--- src/pie_defines.svh ---
// Register offsets, implemented-bit masks and reset values of the enable bank
// Assumes inclusion by bare name from the package and the design modules
`ifndef PIE_DEFINES_SVH
`define PIE_DEFINES_SVH

// ----------------------------------------------------------------------------
// Register byte addresses
// ----------------------------------------------------------------------------
`define PIE_OFF_EN1      12'h000
`define PIE_OFF_EN2      12'h004
`define PIE_OFF_EN3      12'h008
`define PIE_OFF_EN4      12'h00c
`define PIE_OFF_EN5      12'h010
`define PIE_OFF_EN6      12'h014
`define PIE_OFF_CTRL     12'h018
`define PIE_OFF_STAT     12'h01c
`define PIE_OFF_IMASK    12'h020
`define PIE_OFF_REQ_LO   12'h024
`define PIE_OFF_REQ_HI   12'h028

// ----------------------------------------------------------------------------
// Sizes and masks
// ----------------------------------------------------------------------------
`define PIE_NREG         6
`define PIE_AW           12
`define PIE_RST8         8'h00
`define PIE_WMASK1       8'h7f
`define PIE_WMASK2       8'hbf
`define PIE_WMASK3       8'hcf
`define PIE_WMASK4       8'hff
`define PIE_WMASK5       8'hff
`define PIE_WMASK6       8'h17
`define PIE_SMALL_MASK4  8'h3f
`define PIE_SMALL_MASK5  8'h17
`define PIE_RMASK3       8'hff
`define PIE_LCD_BIT      6
`define PIE_CTRL_SMALL   0
`define PIE_CTRL_LCDB    1
`define PIE_CTRL_NSTAT   2
`define PIE_CTRL_GLOBAL  3
`define PIE_CTRL_PRIO    4
`define PIE_CTRL_W       5
`define PIE_CTRL_RST     5'h00
`define PIE_ST_CHANGE    0
`define PIE_ST_ERR       1
`define PIE_ST_W         2

`endif

--- src/pie_pkg.sv ---
// Types shared by the enable bank modules
// Assumes pie_defines.svh is on the include path
`default_nettype none
`include "pie_defines.svh"

package pie_pkg;
    typedef logic [7:0] pie_byte_t;
    typedef enum logic [1:0] {
        PIE_IDLE   = 2'b00,
        PIE_ACCESS = 2'b01
    } pie_apb_st_t;
endpackage
`default_nettype wire

--- src/pie_bank.sv ---
// Peripheral interrupt enable bank with APB register access
// Assumes an APB master on pclk and level flags from the peripherals
//
// Functional notes
// - Each enable bit passes its source request at 1, blocks at 0.
// - All implemented enable bits except register 3 bits 5 and 4 are read/write and reset to zero.
// - Unimplemented positions read zero and ignore writes.
// - Register 1 bits 6..0: converter, rx1, tx1, sync port1, t1 gate, t2, t1 ovf.
// - Register 2: bit7 osc fail; bits5..0 sync2, coll2, coll1, voltage, t3 ovf, t3 gate.
// - Register 3 bits 7..0: t5 gate, display, rx2, tx2, charge, cc2, cc1, rtc.
// - Register 3 bits 5 and 4 are read-only, reset zero.
// - Display enable acts only with type-B waveform and non-static mode.
// - Register 4 bits 7..0 enable capture/compare units 10 down to 3.
// - Small-memory variant drops reg4 bits 7,6 and reg5 bits 7,6,5,3.
// - Register 5 bits 7..0: t7 gate, t12, t10, t8, t7 ovf, t6, t5 ovf, t4.
// - Register 6: bit4 write done; bits 2..0 comparators 3..1.
// - Without priority mode, global peripheral enable must also be set.
`timescale 1ns/1ps
`default_nettype none
`include "pie_defines.svh"

module pie_bank (
    // Clock and reset
    input  wire logic                   pclk,
    input  wire logic                   presetn,
    // APB slave
    input  wire logic                   psel,
    input  wire logic                   penable,
    input  wire logic                   pwrite,
    input  wire logic [`PIE_AW-1:0]     paddr,
    input  wire logic [31:0]            pwdata,
    input  wire logic [3:0]             pstrb,
    output logic      [31:0]            prdata,
    output logic                        pready,
    output logic                        pslverr,
    // Peripheral flags, one group per enable register
    input  wire logic [7:0]             flags1,
    input  wire logic [7:0]             flags2,
    input  wire logic [7:0]             flags3,
    input  wire logic [7:0]             flags4,
    input  wire logic [7:0]             flags5,
    input  wire logic [7:0]             flags6,
    // Core side
    output logic                        periph_irq_req,
    output logic [47:0]                 qualified_req,
    output logic                        irq
);
    // ------------------------------------------------------------------------
    // Bus decode
    // ------------------------------------------------------------------------
    wire  acc     = psel & penable;
    wire  wr_acc  = acc & pwrite & pstrb[0];
    wire  rd_acc  = acc & ~pwrite;
    wire  hit_en1 = (paddr == `PIE_OFF_EN1);
    wire  hit_en2 = (paddr == `PIE_OFF_EN2);
    wire  hit_en3 = (paddr == `PIE_OFF_EN3);
    wire  hit_en4 = (paddr == `PIE_OFF_EN4);
    wire  hit_en5 = (paddr == `PIE_OFF_EN5);
    wire  hit_en6 = (paddr == `PIE_OFF_EN6);
    wire  hit_ctl = (paddr == `PIE_OFF_CTRL);
    wire  hit_st  = (paddr == `PIE_OFF_STAT);
    wire  hit_msk = (paddr == `PIE_OFF_IMASK);
    wire  hit_rlo = (paddr == `PIE_OFF_REQ_LO);
    wire  hit_rhi = (paddr == `PIE_OFF_REQ_HI);
    wire  mapped  = hit_en1 | hit_en2 | hit_en3 | hit_en4 | hit_en5 | hit_en6
                  | hit_ctl | hit_st | hit_msk | hit_rlo | hit_rhi;
    wire  ro_hit  = hit_st | hit_rlo | hit_rhi;
    wire  bad_acc = acc & (~mapped | (pwrite & ro_hit));
    wire  we_en1  = wr_acc & hit_en1;
    wire  we_en2  = wr_acc & hit_en2;
    wire  we_en3  = wr_acc & hit_en3;
    wire  we_en4  = wr_acc & hit_en4;
    wire  we_en5  = wr_acc & hit_en5;
    wire  we_en6  = wr_acc & hit_en6;
    wire  we_ctl  = wr_acc & hit_ctl;
    wire  we_msk  = wr_acc & hit_msk;
    wire  rd_st   = rd_acc & hit_st;

    assign pready  = 1'b1;
    assign pslverr = bad_acc;

    // ------------------------------------------------------------------------
    // Control register
    // ------------------------------------------------------------------------
    logic [`PIE_CTRL_W-1:0] ctrl_q;
    logic [`PIE_CTRL_W-1:0] ctrl_d;
    assign ctrl_d = we_ctl ? pwdata[`PIE_CTRL_W-1:0] : ctrl_q;

    always_ff @(posedge pclk or negedge presetn) begin
        if (!presetn) begin
            ctrl_q <= `PIE_CTRL_RST;
        end else begin
            ctrl_q <= ctrl_d;
        end
    end

    wire small_var = ctrl_q[`PIE_CTRL_SMALL];
    wire lcd_ok    = ctrl_q[`PIE_CTRL_LCDB] & ctrl_q[`PIE_CTRL_NSTAT];
    wire glob_en   = ctrl_q[`PIE_CTRL_GLOBAL];
    wire prio_mode = ctrl_q[`PIE_CTRL_PRIO];

    // ------------------------------------------------------------------------
    // Enable registers
    // ------------------------------------------------------------------------
    pie_pkg::pie_byte_t en1;
    pie_pkg::pie_byte_t en2;
    pie_pkg::pie_byte_t en3;
    pie_pkg::pie_byte_t en4;
    pie_pkg::pie_byte_t en5;
    pie_pkg::pie_byte_t en6;
    wire  [7:0] wd8 = pwdata[7:0];
    wire  [7:0] lm4 = small_var ? `PIE_SMALL_MASK4 : 8'hff;
    wire  [7:0] lm5 = small_var ? `PIE_SMALL_MASK5 : 8'hff;

    // Register 1: converter, rx1, tx1, sync port1, t1 gate, t2, t1 ovf
    pie_en_reg #(
        .WMASK   (`PIE_WMASK1)
    ) u_en1 (
        .pclk    (pclk),
        .presetn (presetn),
        .wr      (we_en1),
        .wdata   (wd8),
        .lmask   (8'hff),
        .q       (en1)
    );
    // Register 2: osc fail, sync port2, collisions, voltage, t3
    pie_en_reg #(
        .WMASK   (`PIE_WMASK2)
    ) u_en2 (
        .pclk    (pclk),
        .presetn (presetn),
        .wr      (we_en2),
        .wdata   (wd8),
        .lmask   (8'hff),
        .q       (en2)
    );
    // Register 3: rx2/tx2 enables are read-only zero
    pie_en_reg #(
        .WMASK   (`PIE_WMASK3)
    ) u_en3 (
        .pclk    (pclk),
        .presetn (presetn),
        .wr      (we_en3),
        .wdata   (wd8),
        .lmask   (8'hff),
        .q       (en3)
    );
    // Register 4: capture/compare 10 down to 3
    pie_en_reg #(
        .WMASK   (`PIE_WMASK4)
    ) u_en4 (
        .pclk    (pclk),
        .presetn (presetn),
        .wr      (we_en4),
        .wdata   (wd8),
        .lmask   (lm4),
        .q       (en4)
    );
    // Register 5: timer group
    pie_en_reg #(
        .WMASK   (`PIE_WMASK5)
    ) u_en5 (
        .pclk    (pclk),
        .presetn (presetn),
        .wr      (we_en5),
        .wdata   (wd8),
        .lmask   (lm5),
        .q       (en5)
    );
    // Register 6: write done and comparators
    pie_en_reg #(
        .WMASK   (`PIE_WMASK6)
    ) u_en6 (
        .pclk    (pclk),
        .presetn (presetn),
        .wr      (we_en6),
        .wdata   (wd8),
        .lmask   (8'hff),
        .q       (en6)
    );

    // ------------------------------------------------------------------------
    // Request gating
    // ------------------------------------------------------------------------
    wire [7:0] en3_eff = lcd_ok ? en3 : (en3 & ~(8'h01 << `PIE_LCD_BIT));
    wire [7:0] rq1;
    wire [7:0] rq2;
    wire [7:0] rq3;
    wire [7:0] rq4;
    wire [7:0] rq5;
    wire [7:0] rq6;
    wire [5:0] any_g;

    pie_gate u_g1 (
        .flags   (flags1),
        .enables (en1),
        .req     (rq1),
        .any     (any_g[0])
    );
    pie_gate u_g2 (
        .flags   (flags2),
        .enables (en2),
        .req     (rq2),
        .any     (any_g[1])
    );
    pie_gate u_g3 (
        .flags   (flags3),
        .enables (en3_eff),
        .req     (rq3),
        .any     (any_g[2])
    );
    pie_gate u_g4 (
        .flags   (flags4),
        .enables (en4),
        .req     (rq4),
        .any     (any_g[3])
    );
    pie_gate u_g5 (
        .flags   (flags5),
        .enables (en5),
        .req     (rq5),
        .any     (any_g[4])
    );
    pie_gate u_g6 (
        .flags   (flags6),
        .enables (en6),
        .req     (rq6),
        .any     (any_g[5])
    );

    // Enables only gate; flags are cleared at their source
    wire any_req = |any_g;
    wire req_d   = any_req & (prio_mode | glob_en);

    logic        req_q;
    logic [47:0] qreq_q;
    wire  [47:0] qreq_d = {rq6, rq5, rq4, rq3, rq2, rq1};

    always_ff @(posedge pclk or negedge presetn) begin
        if (!presetn) begin
            req_q <= 1'b0;
        end else begin
            req_q <= req_d;
        end
    end

    always_ff @(posedge pclk or negedge presetn) begin
        if (!presetn) begin
            qreq_q <= 48'h0;
        end else begin
            qreq_q <= qreq_d;
        end
    end
    assign periph_irq_req = req_q;
    assign qualified_req  = qreq_q;

    // ------------------------------------------------------------------------
    // Sticky status, mask and interrupt
    // ------------------------------------------------------------------------
    logic [`PIE_ST_W-1:0] stat_q;
    logic [`PIE_ST_W-1:0] stat_d;
    logic [`PIE_ST_W-1:0] imask_q;
    logic [`PIE_ST_W-1:0] imask_d;
    wire  [`PIE_ST_W-1:0] ev;
    assign ev[`PIE_ST_CHANGE] = req_d & ~req_q;
    assign ev[`PIE_ST_ERR]    = bad_acc;
    // Set wins over the read clear
    assign stat_d  = (rd_st ? {`PIE_ST_W{1'b0}} : stat_q) | ev;
    assign imask_d = we_msk ? pwdata[`PIE_ST_W-1:0] : imask_q;

    always_ff @(posedge pclk or negedge presetn) begin
        if (!presetn) begin
            stat_q <= {`PIE_ST_W{1'b0}};
        end else begin
            stat_q <= stat_d;
        end
    end

    always_ff @(posedge pclk or negedge presetn) begin
        if (!presetn) begin
            imask_q <= {`PIE_ST_W{1'b0}};
        end else begin
            imask_q <= imask_d;
        end
    end
    assign irq = |(stat_q & imask_q);

    // ------------------------------------------------------------------------
    // Read data
    // ------------------------------------------------------------------------
    wire [31:0] rd_mux =
          hit_en1 ? {24'h0, en1}
        : hit_en2 ? {24'h0, en2}
        : hit_en3 ? {24'h0, en3}
        : hit_en4 ? {24'h0, en4}
        : hit_en5 ? {24'h0, en5}
        : hit_en6 ? {24'h0, en6}
        : hit_ctl ? {27'h0, ctrl_q}
        : hit_st  ? {30'h0, stat_q}
        : hit_msk ? {30'h0, imask_q}
        : hit_rlo ? {qreq_q[31:0]}
        : hit_rhi ? {16'h0, qreq_q[47:32]}
        : 32'h0;
    assign prdata = rd_acc ? rd_mux : 32'h0;

    // ------------------------------------------------------------------------
    // Checks
    // ------------------------------------------------------------------------
    a_gate_block: assert property (@(posedge pclk) disable iff (!presetn)
        (flags1[0] && !en1[0]) |-> !rq1[0]) else $error("Disabled source passed");
    a_gate_pass: assert property (@(posedge pclk) disable iff (!presetn)
        (flags1[0] && en1[0]) |=> qualified_req[0]) else $error("Enabled source blocked");
    a_bank_off: assert property (@(posedge pclk) disable iff (!presetn)
        (en2 == 8'h00) |=> (qualified_req[15:8] == 8'h00)) else $error("Request passed with bank off");
    a_reset_zero: assert property (@(posedge pclk)
        $rose(presetn) |-> (en1 == 8'h00 && en6 == 8'h00)) else $error("Enable not zero after reset");
    a_reset_rest: assert property (@(posedge pclk)
        $rose(presetn) |-> ({en2, en3, en4, en5} == 32'h0)) else $error("Enable not zero after reset");
    a_unimpl_zero: assert property (@(posedge pclk) disable iff (!presetn)
        !en1[7] && !en2[6] && (en6 & 8'he8) == 8'h00) else $error("Unimplemented bit set");
    a_unimpl_read: assert property (@(posedge pclk) disable iff (!presetn)
        (rd_acc && hit_en6) |-> (prdata & 32'hffffffe8) == 32'h0) else $error("Unimplemented bit read as one");
    a_ro_bits: assert property (@(posedge pclk) disable iff (!presetn)
        en3[5:4] == 2'b00) else $error("Read-only enable bits set");
    a_lcd_mode: assert property (@(posedge pclk) disable iff (!presetn)
        !lcd_ok |-> !rq3[6]) else $error("Display request passed in wrong mode");
    a_lcd_pass: assert property (@(posedge pclk) disable iff (!presetn)
        (lcd_ok && flags3[6] && en3[6]) |-> rq3[6]) else $error("Display request blocked in valid mode");
    a_small_var: assert property (@(posedge pclk) disable iff (!presetn)
        small_var |=> (en4[7:6] == 2'b00 && (en5 & 8'he8) == 8'h00)) else $error("Small variant bit set");
    a_reg6_map: assert property (@(posedge pclk) disable iff (!presetn)
        (flags6[4] && en6[4]) |=> qualified_req[44]) else $error("Write done request lost");
    a_global_gate: assert property (@(posedge pclk) disable iff (!presetn)
        (!prio_mode && !glob_en) |=> !periph_irq_req) else $error("Request without global enable");
    a_glob_pass: assert property (@(posedge pclk) disable iff (!presetn)
        (glob_en && |{rq6, rq5, rq4, rq3, rq2, rq1}) |=> periph_irq_req) else $error("Request not raised");
    a_or_req: assert property (@(posedge pclk) disable iff (!presetn)
        (prio_mode && |{rq6, rq5, rq4, rq3, rq2, rq1}) |=> periph_irq_req) else $error("Request not raised");
    a_req_drop: assert property (@(posedge pclk) disable iff (!presetn)
        !(|{rq6, rq5, rq4, rq3, rq2, rq1}) |=> !periph_irq_req) else $error("Request without source");
    a_write_en: assert property (@(posedge pclk) disable iff (!presetn)
        (wr_acc && hit_en4 && !small_var) |=> en4 == $past(pwdata[7:0])) else $error("Enable write lost");
    a_err_status: assert property (@(posedge pclk) disable iff (!presetn)
        bad_acc |=> stat_q[`PIE_ST_ERR]) else $error("Bus error not recorded");
endmodule
`default_nettype wire

--- src/pie_en_reg.sv ---
// One enable register: stores the writable bits, others read zero
// Assumes a write strobe from the bus decoder and a synchronous clock
`timescale 1ns/1ps
`default_nettype none
`include "pie_defines.svh"

module pie_en_reg #(
    parameter logic [7:0] WMASK = 8'hff
) (
    // Clock and reset
    input  wire logic        pclk,
    input  wire logic        presetn,
    // Write side
    input  wire logic        wr,
    input  wire logic [7:0]  wdata,
    input  wire logic [7:0]  lmask,
    // Stored value
    output logic      [7:0]  q
);
    logic [7:0] en_q;
    logic [7:0] en_d;

    // Unimplemented and read-only positions never take a write
    assign en_d = wr ? (wdata & WMASK & lmask) : (en_q & lmask);
    assign q    = en_q;

    always_ff @(posedge pclk or negedge presetn) begin
        if (!presetn) begin
            en_q <= `PIE_RST8;
        end else begin
            en_q <= en_d;
        end
    end
endmodule
`default_nettype wire

--- src/pie_gate.sv ---
// Flag-and-enable gating for one eight-bit group of sources
// Assumes flags are held by the peripherals and stay until cleared there
`timescale 1ns/1ps
`default_nettype none

module pie_gate (
    // Flags and enables
    input  wire logic [7:0] flags,
    input  wire logic [7:0] enables,
    // Qualified requests
    output logic      [7:0] req,
    output logic            any
);
    genvar i;
    generate
        for (i = 0; i < 8; i++) begin : g_bit
            assign req[i] = flags[i] & enables[i];
        end
    endgenerate
    assign any = |req;
endmodule
`default_nettype wire

--- config.mk ---
export PLATFORM = sky130hd
export DESIGN_NAME = pie_bank
export DESIGN_NICKNAME = d
export VERILOG_FILES = /design/src/pie_pkg.sv /design/src/pie_bank.sv /design/src/pie_en_reg.sv /design/src/pie_gate.sv
export VERILOG_INCLUDE_DIRS = /design/src
export SDC_FILE = /design/constraint.sdc
export NUM_CORES = 1
export LEC_CHECK = 0
export BUFFER_PORTS_ARGS = -buffer_cell sky130_fd_sc_hd__buf_2
export CAP_MARGIN = 20
export CORE_ASPECT_RATIO = 1.25
export CORE_MARGIN = 2
export CORE_UTILIZATION = 50
export CTS_BUF_LIST = sky130_fd_sc_hd__clkbuf_4 sky130_fd_sc_hd__clkbuf_8
export DETAILED_ROUTE_END_ITERATION = 7
export PLACE_DENSITY = 0.92
export SLEW_MARGIN = 10
export SYNTH_ARGS = -nofsm -noshare
export SYNTH_HDL_FRONTEND = slang
export SYNTH_HIERARCHICAL = 1
export SYNTH_SLANG_ARGS = --single-unit
--- constraint.sdc ---
create_clock -name pclk -period 5.4 [get_ports pclk]
set_input_delay 0.27 -clock pclk [delete_from_list [all_inputs] [get_ports pclk]]
set_output_delay 0.27 -clock pclk [all_outputs]
set_load 0.05 [all_outputs]
[Word level (Yosys, flattened, before mapping)]
Cells that the tools add are included.
Word-level totals
  bits in registers: 92
  output and inout bits: 84
  logic and storage cells: 125
Cells by class
  bitwise gates (word level): 83
  mux-type cells: 18
  equality and inequality tests: 10
  reduce and logical (&&, ||, !) cells: 3
Operator list (number)
  $mux W32: 11
  $and A1 B1 Y1: 60
  $eq A12 B5 Y1 const B: 4
  $reduce_or A42 Y1: 1
  $eq A12 B6 Y1 const B: 3
  $and A8 B8 Y8: 4
  $mux W8: 4
  $eq A12 B4 Y1 const B: 2
  $or A1 B1 Y1: 14
  $mux W13: 1
  $eq A12 B3 Y1 const B: 1
  $logic_not A12 Y1: 1
  $mux W7: 1
  $not A1 Y1: 3
  $and A2 B2 Y2: 1
  $mux W2: 1
  $or A2 B2 Y2: 1
  $reduce_or A2 Y1: 1

[Longest topological paths before layout]
Gate-level depths: netlist (run 1).
  depth after elaboration: 15
  depth in mapped cells: 7

[Modules after synthesis]
Netlist (run 1), hierarchy kept.
Modules (own cells, without submodules)
  pie_bank: times used 1, sequential area each 1451.4 um^2, cells an instance 270, area an instance 2925.3 um^2
  pie_en_reg at u_en4 ...: times used 2, sequential area each 200.2 um^2, cells an instance 25, area an instance 341.6 um^2
  pie_en_reg at u_en1 ...: times used 2, sequential area each 200.2 um^2, cells an instance 25, area an instance 332.8 um^2
  pie_gate: times used 6, sequential area each 0.0 um^2, cells an instance 11, area an instance 73.8 um^2
  pie_en_reg at u_en3: times used 1, sequential area each 200.2 um^2, cells an instance 25, area an instance 324.1 um^2
  pie_en_reg at u_en6: times used 1, sequential area each 200.2 um^2, cells an instance 25, area an instance 306.5 um^2

[Worst setup path before layout (run 1)]
No wires, ideal clock.
  kind: input-to-output
  from: input paddr[4]
  to: output prdata[2]
  path buffers: 1
  data arrival time: 2.604 ns
  data required time: 5.130 ns
  path slack: 2.526 ns
  stages: 6
  cell sequence: buf_4 -> or4b_1 -> nor2_1 -> a21o_1 -> o211ai_1 -> a221oi_1
Between the ends
  cells in the longest elaborated chain, start to end: 13
  elaborated cells on any way between the ends: 23
  those cells by class: eq/ne: 10; mux: 12; reduce/logical: 1
Ends and longest elaborated chain
  from (decl): line pie_bank.sv:30  | input wire logic [`PIE_AW-1:0] paddr,
  $eq A12 B6 Y1 (no line)
  $mux W13: line pie_bank.sv:302  | : hit_rhi ? {16'h0, qreq_q[47:32]}
  $mux W32: line pie_bank.sv:301  | : hit_rlo ? {qreq_q[31:0]}
  $mux W32: line pie_bank.sv:300  | : hit_msk ? {30'h0, imask_q}
  $mux W32: line pie_bank.sv:299  | : hit_st ? {30'h0, stat_q}
  $mux W32: line pie_bank.sv:298  | : hit_ctl ? {27'h0, ctrl_q}
  $mux W32: line pie_bank.sv:297  | : hit_en6 ? {24'h0, en6}
  $mux W32: line pie_bank.sv:296  | : hit_en5 ? {24'h0, en5}
  $mux W32: line pie_bank.sv:295  | : hit_en4 ? {24'h0, en4}
  $mux W32: line pie_bank.sv:294  | : hit_en3 ? {24'h0, en3}
  $mux W32: line pie_bank.sv:293  | : hit_en2 ? {24'h0, en2}
  $mux W32 *: line pie_bank.sv:292  | hit_en1 ? {24'h0, en1}
  $mux W32 *: line pie_bank.sv:304  | assign prdata = rd_acc ? rd_mux : 32'h0;
  to (decl): line pie_bank.sv:33  | output logic [31:0] prdata,
Every way passes the cells marked *; elsewhere a longest branch is shown, timed or not.

[Worst setup path after layout (run 1)]
  from: register u_en2.en_q[3] (netlist: u_en2/q[3])
  to: register stat_q[0]
Between the ends
  cells in the longest elaborated chain, start to end: 5
Ends and longest elaborated chain
  from (decl): line pie_en_reg.sv:20  | logic [7:0] en_q;
  from (signal assigned): line pie_en_reg.sv:29  | en_q <= `PIE_RST8;
  from (signal assigned): line pie_en_reg.sv:31  | en_q <= en_d;
  $and A1 B1 Y1: line pie_gate.sv:17  | assign req[i] = flags[i] & enables[i];
  via rq2[3]: line pie_bank.sv:187  | wire [7:0] rq2;
  $reduce_or A42 Y1: line pie_bank.sv:232  | wire any_req = |any_g;
  $and A1 B1 Y1: line pie_bank.sv:233  | wire req_d = any_req & (prio_mode | glob_en);
  via req_d: line pie_bank.sv:233
  $and A1 B1 Y1: line pie_bank.sv:265  | assign ev[`PIE_ST_CHANGE] = req_d & ~req_q;
  $or A2 B2 Y2: line pie_bank.sv:268  | assign stat_d = (rd_st ? {`PIE_ST_W{1'b0}} : stat_q) | ev;
  via stat_d[0]: line pie_bank.sv:261  | logic [`PIE_ST_W-1:0] stat_d;
  to (signal assigned): line pie_bank.sv:273  | stat_q <= {`PIE_ST_W{1'b0}};
  to (signal assigned): line pie_bank.sv:275  | stat_q <= stat_d;
  to (decl): line pie_bank.sv:260  | logic [`PIE_ST_W-1:0] stat_q;
The timed path passes the listed nets, and every way through them passes these cells.
A chain may end at the register's enable or synchronous reset.

==> results of run 1 <==
-- Yosys cell counts (6+ instances only) --
cell type / instances
nand2_1: 19
mux2i_1: 46
mux2_2: 9
nor2_1: 30
o22ai_1: 7
or2_2: 8
o211ai_1: 7
o21ai_0: 11
nor2b_1: 44
dfrtp_1: 106
or4_1: 13
nor3_1: 6
a22oi_1: 8
buf_6: 7
nand3_1: 6
and2_1: 59
a32oi_1: 6
and2_4: 6
a221oi_1: 7
-- routing by layer --
metal | GRT usage | share of wire | up-vias
met3 | 0.04457 | 0.067 | 28
li1 | - | - | 2075
met2 | 0.4709 | 0.52 | 197
met5 | 0 | 0 | -
met4 | 0.09155 | 0.022 | 0
met1 | 0.3600 | 0.39 | 2249
-- metrics by stage --
step                power (mW)    util
global route             1.396  0.6205
finish                   1.343  0.6205
CTS                      1.351  0.6205
detailed placement      0.9126  0.6029
global placement        0.9105  0.6029
floorplan               0.8520       -
-- cells in the final DEF (no fill, tap or decap), types with 4 or more instances in the layout --
cell type	n
buf_2	155
dfrtp_1	106
and2_1	59
mux2i_1	46
nor2b_1	44
conb_1	43
nor2_1	30
nand2_1	19
or4_1	13
o21ai_0	11
clkbuf_8	10
mux2_2	9
or2_2	8
a22oi_1	8
o211ai_1	7
o22ai_1	7
a221oi_1	7
nand3_1	6
nor3_1	6
a32oi_1	6
buf_4	6
and2_4	6
nand2b_1	5
or3_1	5
inv_1	5
a21o_1	5
mux2_4	5
a21oi_1	4
-- worst register-to-register path: stages (launching register included) --
cell,delay (ns)
dfrtp_1,0.42
and2_4,0.15
or4_1,0.52
or4_1,0.54
or4_1,0.62
o32a_1,0.35
a22o_1,0.24
-- flip-flops by register name (all words and copies together), names as in the netlist --
name	flops
ctrl_q	5
imask_q	2
periph_irq_req	1
qualified_req	48
stat_q	2
u_en1/q	8
u_en2/q	8
u_en3/q	8
u_en4/q	8
u_en5/q	8
u_en6/q	8
-- power breakdown --
| group | leakage [nW] | total, mW | switching, mW | internal, mW |
|---|---|---|---|---|
| logic | 1.75 | 0.106 | 0.0705 | 0.0351 |
| registers | 1.48 | 0.793 | 0.0000797 | 0.793 |
| clock network | 0.0885 | 0.444 | 0.261 | 0.183 |
-- area by class of cell --
| type | instances | area share |
|---|---|---|
| inverters | 5 | 0.002878 |
| multi-input cells | 395 | 0.4108 |
| clock buffers | 11 | 0.02226 |
| clock inverters | 5 | 0.004605 |
| well taps | 132 | 0.02533 |
| flip-flops and latches | 106 | 0.4068 |
| repair buffers | 162 | 0.1274 |
-- worst max path at each step --
stage / startpoint / to / slack, ns
floorplan: paddr[4] / prdata[2] / 2.53
global placement: paddr[2] / prdata[5] / 2.55
detailed placement: paddr[2] / prdata[5] / 2.49
CTS: u_en2/q[3] / stat_q[0] / 2.49
global route: paddr[2] / prdata[30] / 2.31
finish: u_en2/q[3] / stat_q[0] / 2.46
-- kinds of logic (layout without fill, tap and decap cells) --
kind of cell,after synthesis,after routing,synth area share
mux,60,60,0.1191
buf+inv,27,183,0.03252
simple gates,220,220,0.2511
compound gates,72,72,0.1006
flops,106,106,0.4960
other cells,1,43,0.0007012
==> metrics.txt, run 1 <==
run status finished clean; Cell Count, Final, Fillers Out 816; Worst Max-Slew Pin Slew 0.9994 ns; drt first pass iters 5; largest net degree at the start of global routing 59; hold_sp flags5[4]; # fillers 879; setup ws final 2.458 ns; vias in the first global route 4442; worst vdd ir 0.00009954 V; Async SR Flop Fraction 1.000; Synth Register Bits 106; postcts setup bufs 0; Initial Utilization 0.5088; Syn Area/Cell 11.00 sq um; DRC violations left 0; post-synthesis sequential area ratio 0.4960; RSZ-0062 raised after global routing false; FP Rows 42; # resized after CTS 0; Diodes inserted 0; Synth cell types 55; FMAX 0.3399 GHz; WP depth 6; ratio of cells with drive above 1 in the final layout 0.3158; Detailed Route Iter0 Violations 428; worst-case clock skew 0.01053 ns; initial antenna violation count 0; worst reg-to-reg setup slack 2.46 ns; Placed Cells 799; Place WS 2.491 ns; DR vias 4549; H-tree levels 3; crit-path leading delay family simple AND/OR/NAND/NOR gates; Top FF cell, synth dfrtp_1; worst hold slack 0.1240 ns; worst relative slew slack 0.3313; min Tclk post-route 2.942 ns; Die X 96.50 microns; CP Class reg2reg; Crit path required time 5.67 ns; Worst setup EP type flip-flop; CTS Root Buffer Type clkbuf_8; RR Endpoint stat_q[0]; DR vias/cell 5.575; register area 0.002653 sq mm; Setup-failing EPs final 0; Hold Crit Class in2reg; power density cells 205.9 mW/mm^2; Synthesis Warnings 6; first-pass GRT wire length 23620 microns; placed cell area 0.006336 sq mm; Max Transition Viols Final 0; gr usage total 0.2779; CP max-delay cell or4_1; gpl congestion 0.9471; Synth area leaders dfrtp_1, mux2i_1, and2_1; Area Growth Syn to Fin 21.95%; Max Cap Viol 0; Die Span Y 119.6 microns; NumNets Final 780; CTS clock-pin slew for the worst setup and hold paths 0.10 ns; Static Leak 3.318 nW; multi-input logic area 0.002679 sq mm; Hold Path Sink qualified_req[36]; CTS Buf Count 9; Mapped Area 0.005348 sq mm; CTS tree built; Crit path largest cell delay 0.62 ns; io pins 185; biggest area consumer among synthesized cells dfrtp_1; hold depth 2; startpoint types flip-flop; worst r2r src u_en2/q[3]; setup TNS 0 ns; die area 0.01154 sq mm; worst path cell trace and2_4 -> or4_1 -> or4_1 -> or4_1 -> o32a_1 -> a22o_1; clk sinks 106; Routed WL 15760 microns; CTS Hold Bufs 1; post-route cell area 0.006521 sq mm; Final Cycle Share 0.5449; arrival time worst endpoint 3.22 ns; clock buffer depth 2; CP Max Fanout 3; r2r worst-path depth 6; Syn Inst Count 486; global route overflow 0; dpl hpwl 12180 microns; port bufs 156; Buf/Inv on CP 0; Final Hold Fails 0; Core Footprint 0.01051 sq mm; WL/cell 19.31 microns; CP most frequent cell or4_1; post-synth top area share 0.4960; Antenna Violating Nets Remaining 0; Post-synth EDFFs 0; Skew-Pair Late Insertion Delay 0.37 ns
Note: power is estimated with default switching activity, not from simulation.
==> run 2, diff against run 1 <==
- clock period: 5.4 -> 3.1 ns (I/O delays scaled with it)
==> run 2 against run 1 <==
Against the previous run:
- sequential power grew 74%
- combinational power grew 82%
- clock power up 97%
- flip-flop and latch count unchanged
- sequential share of layout area is 0.80 points lower
- non-clock buffer count up 12
- maximum frequency up 2.1%
- setup slack worse by 2.2 ns
- clock skew grew 0.0032 ns
- global-route usage up 0.76 points
- register-to-register slack worse by 2.2 ns
- die area is the same
==> metrics.txt, run 2 (synthesis gave the netlist of run 1 again) <==
run status finished clean; Hold Crit Class in2reg; Routed WL 16060 microns; H-tree levels 3; placed cell area 0.006389 sq mm; Final Hold Fails 0; setup ws final 0.2195 ns; worst reg-to-reg setup slack 0.22 ns; drt first pass iters 5; startpoint types flip-flop; NumNets Final 792; RR Endpoint stat_q[0]; post-route cell area 0.006651 sq mm; max reg flops 48; port bufs 156; Crit path largest cell delay 0.58 ns; power density cells 368.1 mW/mm^2; DR vias 4618; Hold Path Sink qualified_req[43]; RSZ-0062 raised after global routing false; Setup-failing EPs final 0; Crit path required time 3.38 ns; Max Cap Viol 0; gr usage total 0.2854; Detailed Route Iter0 Violations 278; fin util 0.6329; Skew-Pair Late Insertion Delay 0.38 ns; io pins 185; most common cell after layout, fill and taps aside buf_2; worst vdd ir 0.0002819 V; register area 0.002653 sq mm; r2r worst-path depth 6; Static Leak 3.386 nW; CP Class reg2reg; CTS clock-pin slew for the worst setup and hold paths 0.10 ns; multi-input logic area 0.002679 sq mm; Die X 96.50 microns; CTS Root Buffer Type clkbuf_8; vias in the first global route 4567; FP Rows 42; Area Growth Syn to Fin 24.38%; clock buffer depth 2; clk sinks 106; Diodes inserted 0; CP max-delay cell or4_1; arrival time worst endpoint 3.16 ns; Place WS 0.2570 ns; Worst setup EP type flip-flop; Buf/Inv on CP 0; most frequent cells in the layout buf_2, dfrtp_1, and2_1; worst path cell trace and2_4 -> or4_1 -> or4_1 -> or4_1 -> o32a_1 -> a22o_1; DR vias/cell 5.584; Worst Max-Slew Pin Slew 0.7359 ns; setup TNS 0 ns; dpl hpwl 12470 microns; initial antenna violation count 0; CTS Buf Count 9; Die Span Y 119.6 microns; die area 0.01154 sq mm; hold_sp flags6[3]; # fillers 891; worst relative slew slack 0.5094; worst r2r src u_en1/q[3]; DRC violations left 0; ratio of cells with drive above 1 in the final layout 0.3194; CTS tree built; WL/cell 19.41 microns; # resized after CTS 0; CP most frequent cell or4_1; largest net degree at the start of global routing 45; worst-case clock skew 0.01373 ns; global route overflow 0; gpl congestion 0.9914; first-pass GRT wire length 24110 microns; Initial Utilization 0.5088; crit-path leading delay family simple AND/OR/NAND/NOR gates; hold depth 2; power consumption 2.449 mW; Max Transition Viols Final 0; Antenna Violating Nets Remaining 0; CP Max Fanout 3; min Tclk post-route 2.881 ns; FMAX 0.3472 GHz; Final Cycle Share 0.9292; Core Footprint 0.01051 sq mm
==> run 2: cell count changes in the layout (fill, tap and decap cells not counted), sizes merged <==
cell,previous run,this run
clkinv,3,2
dlygate4sd3,1,6
clkinvlp,2,1
bufinv,0,1
buf,161,168
==> run 2: worst register-to-register path, stage by stage (launching register included) <==
cell     delay (ns)
dfrtp_1        0.45
and2_4         0.16
or4_1          0.50
or4_1          0.50
or4_1          0.58
o32a_1         0.34
a22o_1         0.24
==> run 2: worst max path at each step <==
stage | startpoint | to | depth (start not counted)
floorplan | paddr[4] | prdata[2] | 6
global placement | u_en2/q[3] | stat_q[0] | 6
detailed placement | u_en2/q[3] | stat_q[0] | 6
CTS | u_en2/q[3] | stat_q[0] | 6
global route | u_en2/q[0] | stat_q[0] | 6
finish | u_en1/q[3] | stat_q[0] | 6
==> run 2: power breakdown <==
part           internal, mW  total [mW]  switching, mW  leakage [nW]
clock network         0.413       0.874          0.461         0.101
logic                0.0691       0.193          0.124          1.81
registers              1.38        1.38       0.000139          1.48
total                  1.86        2.45          0.585          3.39
==> run 2: area by class of cell <==
cell class                 instances  area share
multi-input combinational        395      0.4027
sequential                       106      0.3988
timing repair buffer             174      0.1403
tap                              132     0.02483
clock buffer                      11     0.02276
clock inverter                     4    0.007713
inverter                           5    0.002822
==> run 2: repair_timing <==
item | 4_1_cts | 5_1_grt
hold endpoints to repair | 47 | 0
buffers inserted | 0 | 0
hold buffers | 6 | 0
==> run 2: per-stage QoR <==
| stage | hold slack [ns] | instances |
|---|---|---|
| finish | 0.008314 | 827 |
| global route | 0.001265 | 827 |
| CTS | 0.001278 | 827 |
| detailed placement | 0.1775 | 806 |
| global placement | 0.1673 | 806 |
| floorplan | -0.1406 | 528 |
==> run 2: per-layer routing <==
| metal | vias to the layer above | GRT usage | part of all wire |
|---|---|---|---|
| li1 | 2092 | - | - |
| met1 | 2240 | 0.3658 | 0.38 |
| met2 | 238 | 0.4692 | 0.51 |
| met3 | 48 | 0.05210 | 0.067 |
| met4 | 0 | 0.1232 | 0.040 |
| met5 | - | 0 | 0 |
==> run 3, diff against run 2 <==
- CORE_UTILIZATION: 50 -> 45
- PLACE_DENSITY: 0.92 -> 0.85
==> run 3 against run 2 <==
Against the previous run:
- setup slack got worse by 0.0064 ns
- maximum frequency fell by 0.22%
- die area rose by 11%
- clock-buffer cell count did not move
- clock skew fell by 0.0033 ns
- register-to-register slack barely moved
- total power rose by 2.2%
==> metrics.txt, run 3 (synthesis gave the netlist of run 1 again) <==
Initial Utilization 0.4604; Power Internal 1.933 mW; FMAX 0.3464 GHz; clock buffer depth 2; RR Endpoint stat_q[0]; most used routing layer met2; port bufs 156; initial antenna violation count 0; drt first pass iters 5; DR vias 4568; worst r2r src u_en1/q[0]; worst-case clock skew 0.01040 ns; die area 0.01278 sq mm; Skew-Pair Late Insertion Delay 0.38 ns; most common cell after layout, fill and taps aside buf_2; Setup-failing EPs final 0; startpoint types flip-flop; CTS Buf Count 9; Die X 101.5 microns; combinational power share 0.081; Clk network pwr share 0.366; Static Leak 3.434 nW; io pins 185; worst hold slack 0.008698 ns; dpl hpwl 12460 microns; register area 0.002653 sq mm; DR vias/cell 5.287; RSZ-0062 raised after global routing false; # fillers 1025; multi-input logic area 0.002679 sq mm; power density cells 368.8 mW/mm^2; Max Cap Viol 0; NumNets Final 800; CTS clock-pin slew for the worst setup and hold paths 0.10 ns; worst relative slew slack 0.5240; worst vdd ir 0.0001975 V; Detailed Route Iter0 Violations 271; Final Cycle Share 0.9313; DRC violations left 0; Area Growth Syn to Fin 26.88%; vias in the first global route 4540; met2 GRT Util 0.4408; hold depth 2; # resized after CTS 0; r2r worst-path depth 6; Max Transition Viols Final 0; Crit path required time 3.38 ns; Hold Path Sink qualified_req[30]; CTS Root Buffer Type clkbuf_8; Cell Count, Final, Fillers Out 864; Worst Max-Slew Pin Slew 0.7140 ns; Die Span Y 125.9 microns; Hold Crit Class in2reg; largest net degree at the start of global routing 107; arrival time worst endpoint 3.17 ns; setup TNS 0 ns; Core Footprint 0.01162 sq mm; Worst setup EP type flip-flop; Final Hold Fails 0; global route overflow 0; worst reg-to-reg setup slack 0.21 ns; min Tclk post-route 2.887 ns; gr usage total 0.2617; Routed WL 16430 microns; hold_sp flags4[6]; met3 GRT Util 0.03885; CP Class reg2reg; Seq pwr share 0.552; run status finished clean; ratio of cells with drive above 1 in the final layout 0.3177; FP Rows 44; most frequent cells in the layout buf_2, dfrtp_1, and2_1; first-pass GRT wire length 24890 microns; gpl congestion 0.9524; Antenna Violating Nets Remaining 0; CTS tree built; WL/cell 19.02 microns; clk sinks 106; M1 GR Usage 0.3302; Sw Ratio 0.2274; H-tree levels 3; CP Max Fanout 4; max reg flops 48; switching power 0.5691 mW; Placed Cells 837
## run 3: cell types whose count changed in the layout (fill, tap and decap cells not counted), sizes merged
cell         change
diode            +1
clkinv           -1
clkinvlp         -1
buf              +2
bufinv           +1
dlygate4sd3      +6
## run 3: through the flow
step	power [mW]	worst slack [ns]	area [sq um]	util
2_1_floorplan	1.484	0.4563	5505	-
3_3_place_gp	1.598	0.2811	6452	0.5555
3_5_place_dp	1.599	0.2551	6452	0.5555
4_1_cts	2.520	0.2385	6783	0.5839
5_1_grt	2.584	0.1585	6783	0.5839
6_report	2.502	0.2131	6785	0.5841
## run 3: per-layer routing
layer	share of wire	wire length [microns]	vias up
li1	-	-	2113
met1	0.41	6672	2223
met2	0.51	8423	193
met3	0.049	810	39
met4	0.032	524	0
met5	0	0	-
## run 3: how the worst max path moves through the flow
stage / startpoint / to / slack, ns / cells past startpoint
final: u_en1/q[0] / stat_q[0] / 0.21 / 6
after global routing: u_en1/q[0] / stat_q[0] / 0.16 / 6
after CTS: u_en1/q[0] / stat_q[0] / 0.24 / 6
after detailed placement: u_en1/q[0] / stat_q[0] / 0.26 / 6
after global placement: u_en1/q[0] / stat_q[0] / 0.28 / 6
after floorplan: paddr[4] / prdata[2] / 0.46 / 6
## run 3: final cells by class
| cell class | instances | share of cell area |
|---|---|---|
| multi-input cells | 395 | 0.3948 |
| clock inverters | 3 | 0.009589 |
| flip-flops and latches | 106 | 0.3909 |
| repair buffers | 182 | 0.1505 |
| well taps | 161 | 0.02969 |
| inverters | 5 | 0.002766 |
| diodes | 1 | 0.0003688 |
| clock buffers | 11 | 0.02139 |
## run 3: worst max-delay path: stages (launching register included)
cell and delay, ns:
dfrtp_1 0.44, and2_1 0.17, or4_1 0.48, or4_1 0.52
or4_1 0.60, o32a_1 0.34, a22o_1 0.23
## run 3: power groups by stage
stage               Sequential (mW)  Clock, mW  Combinational (mW)
finish                         1.38      0.917               0.204
global route                   1.38      0.980               0.222
CTS                            1.38      0.937               0.202
detailed placement             1.41          0               0.189
global placement               1.41          0               0.189
floorplan                      1.41          0              0.0744
## run 3: timing repair
action / CTS / global route
setup buffers: 0 / 0
endpoints found under the hold margin: 117 / 0
hold buffers: 12 / 0
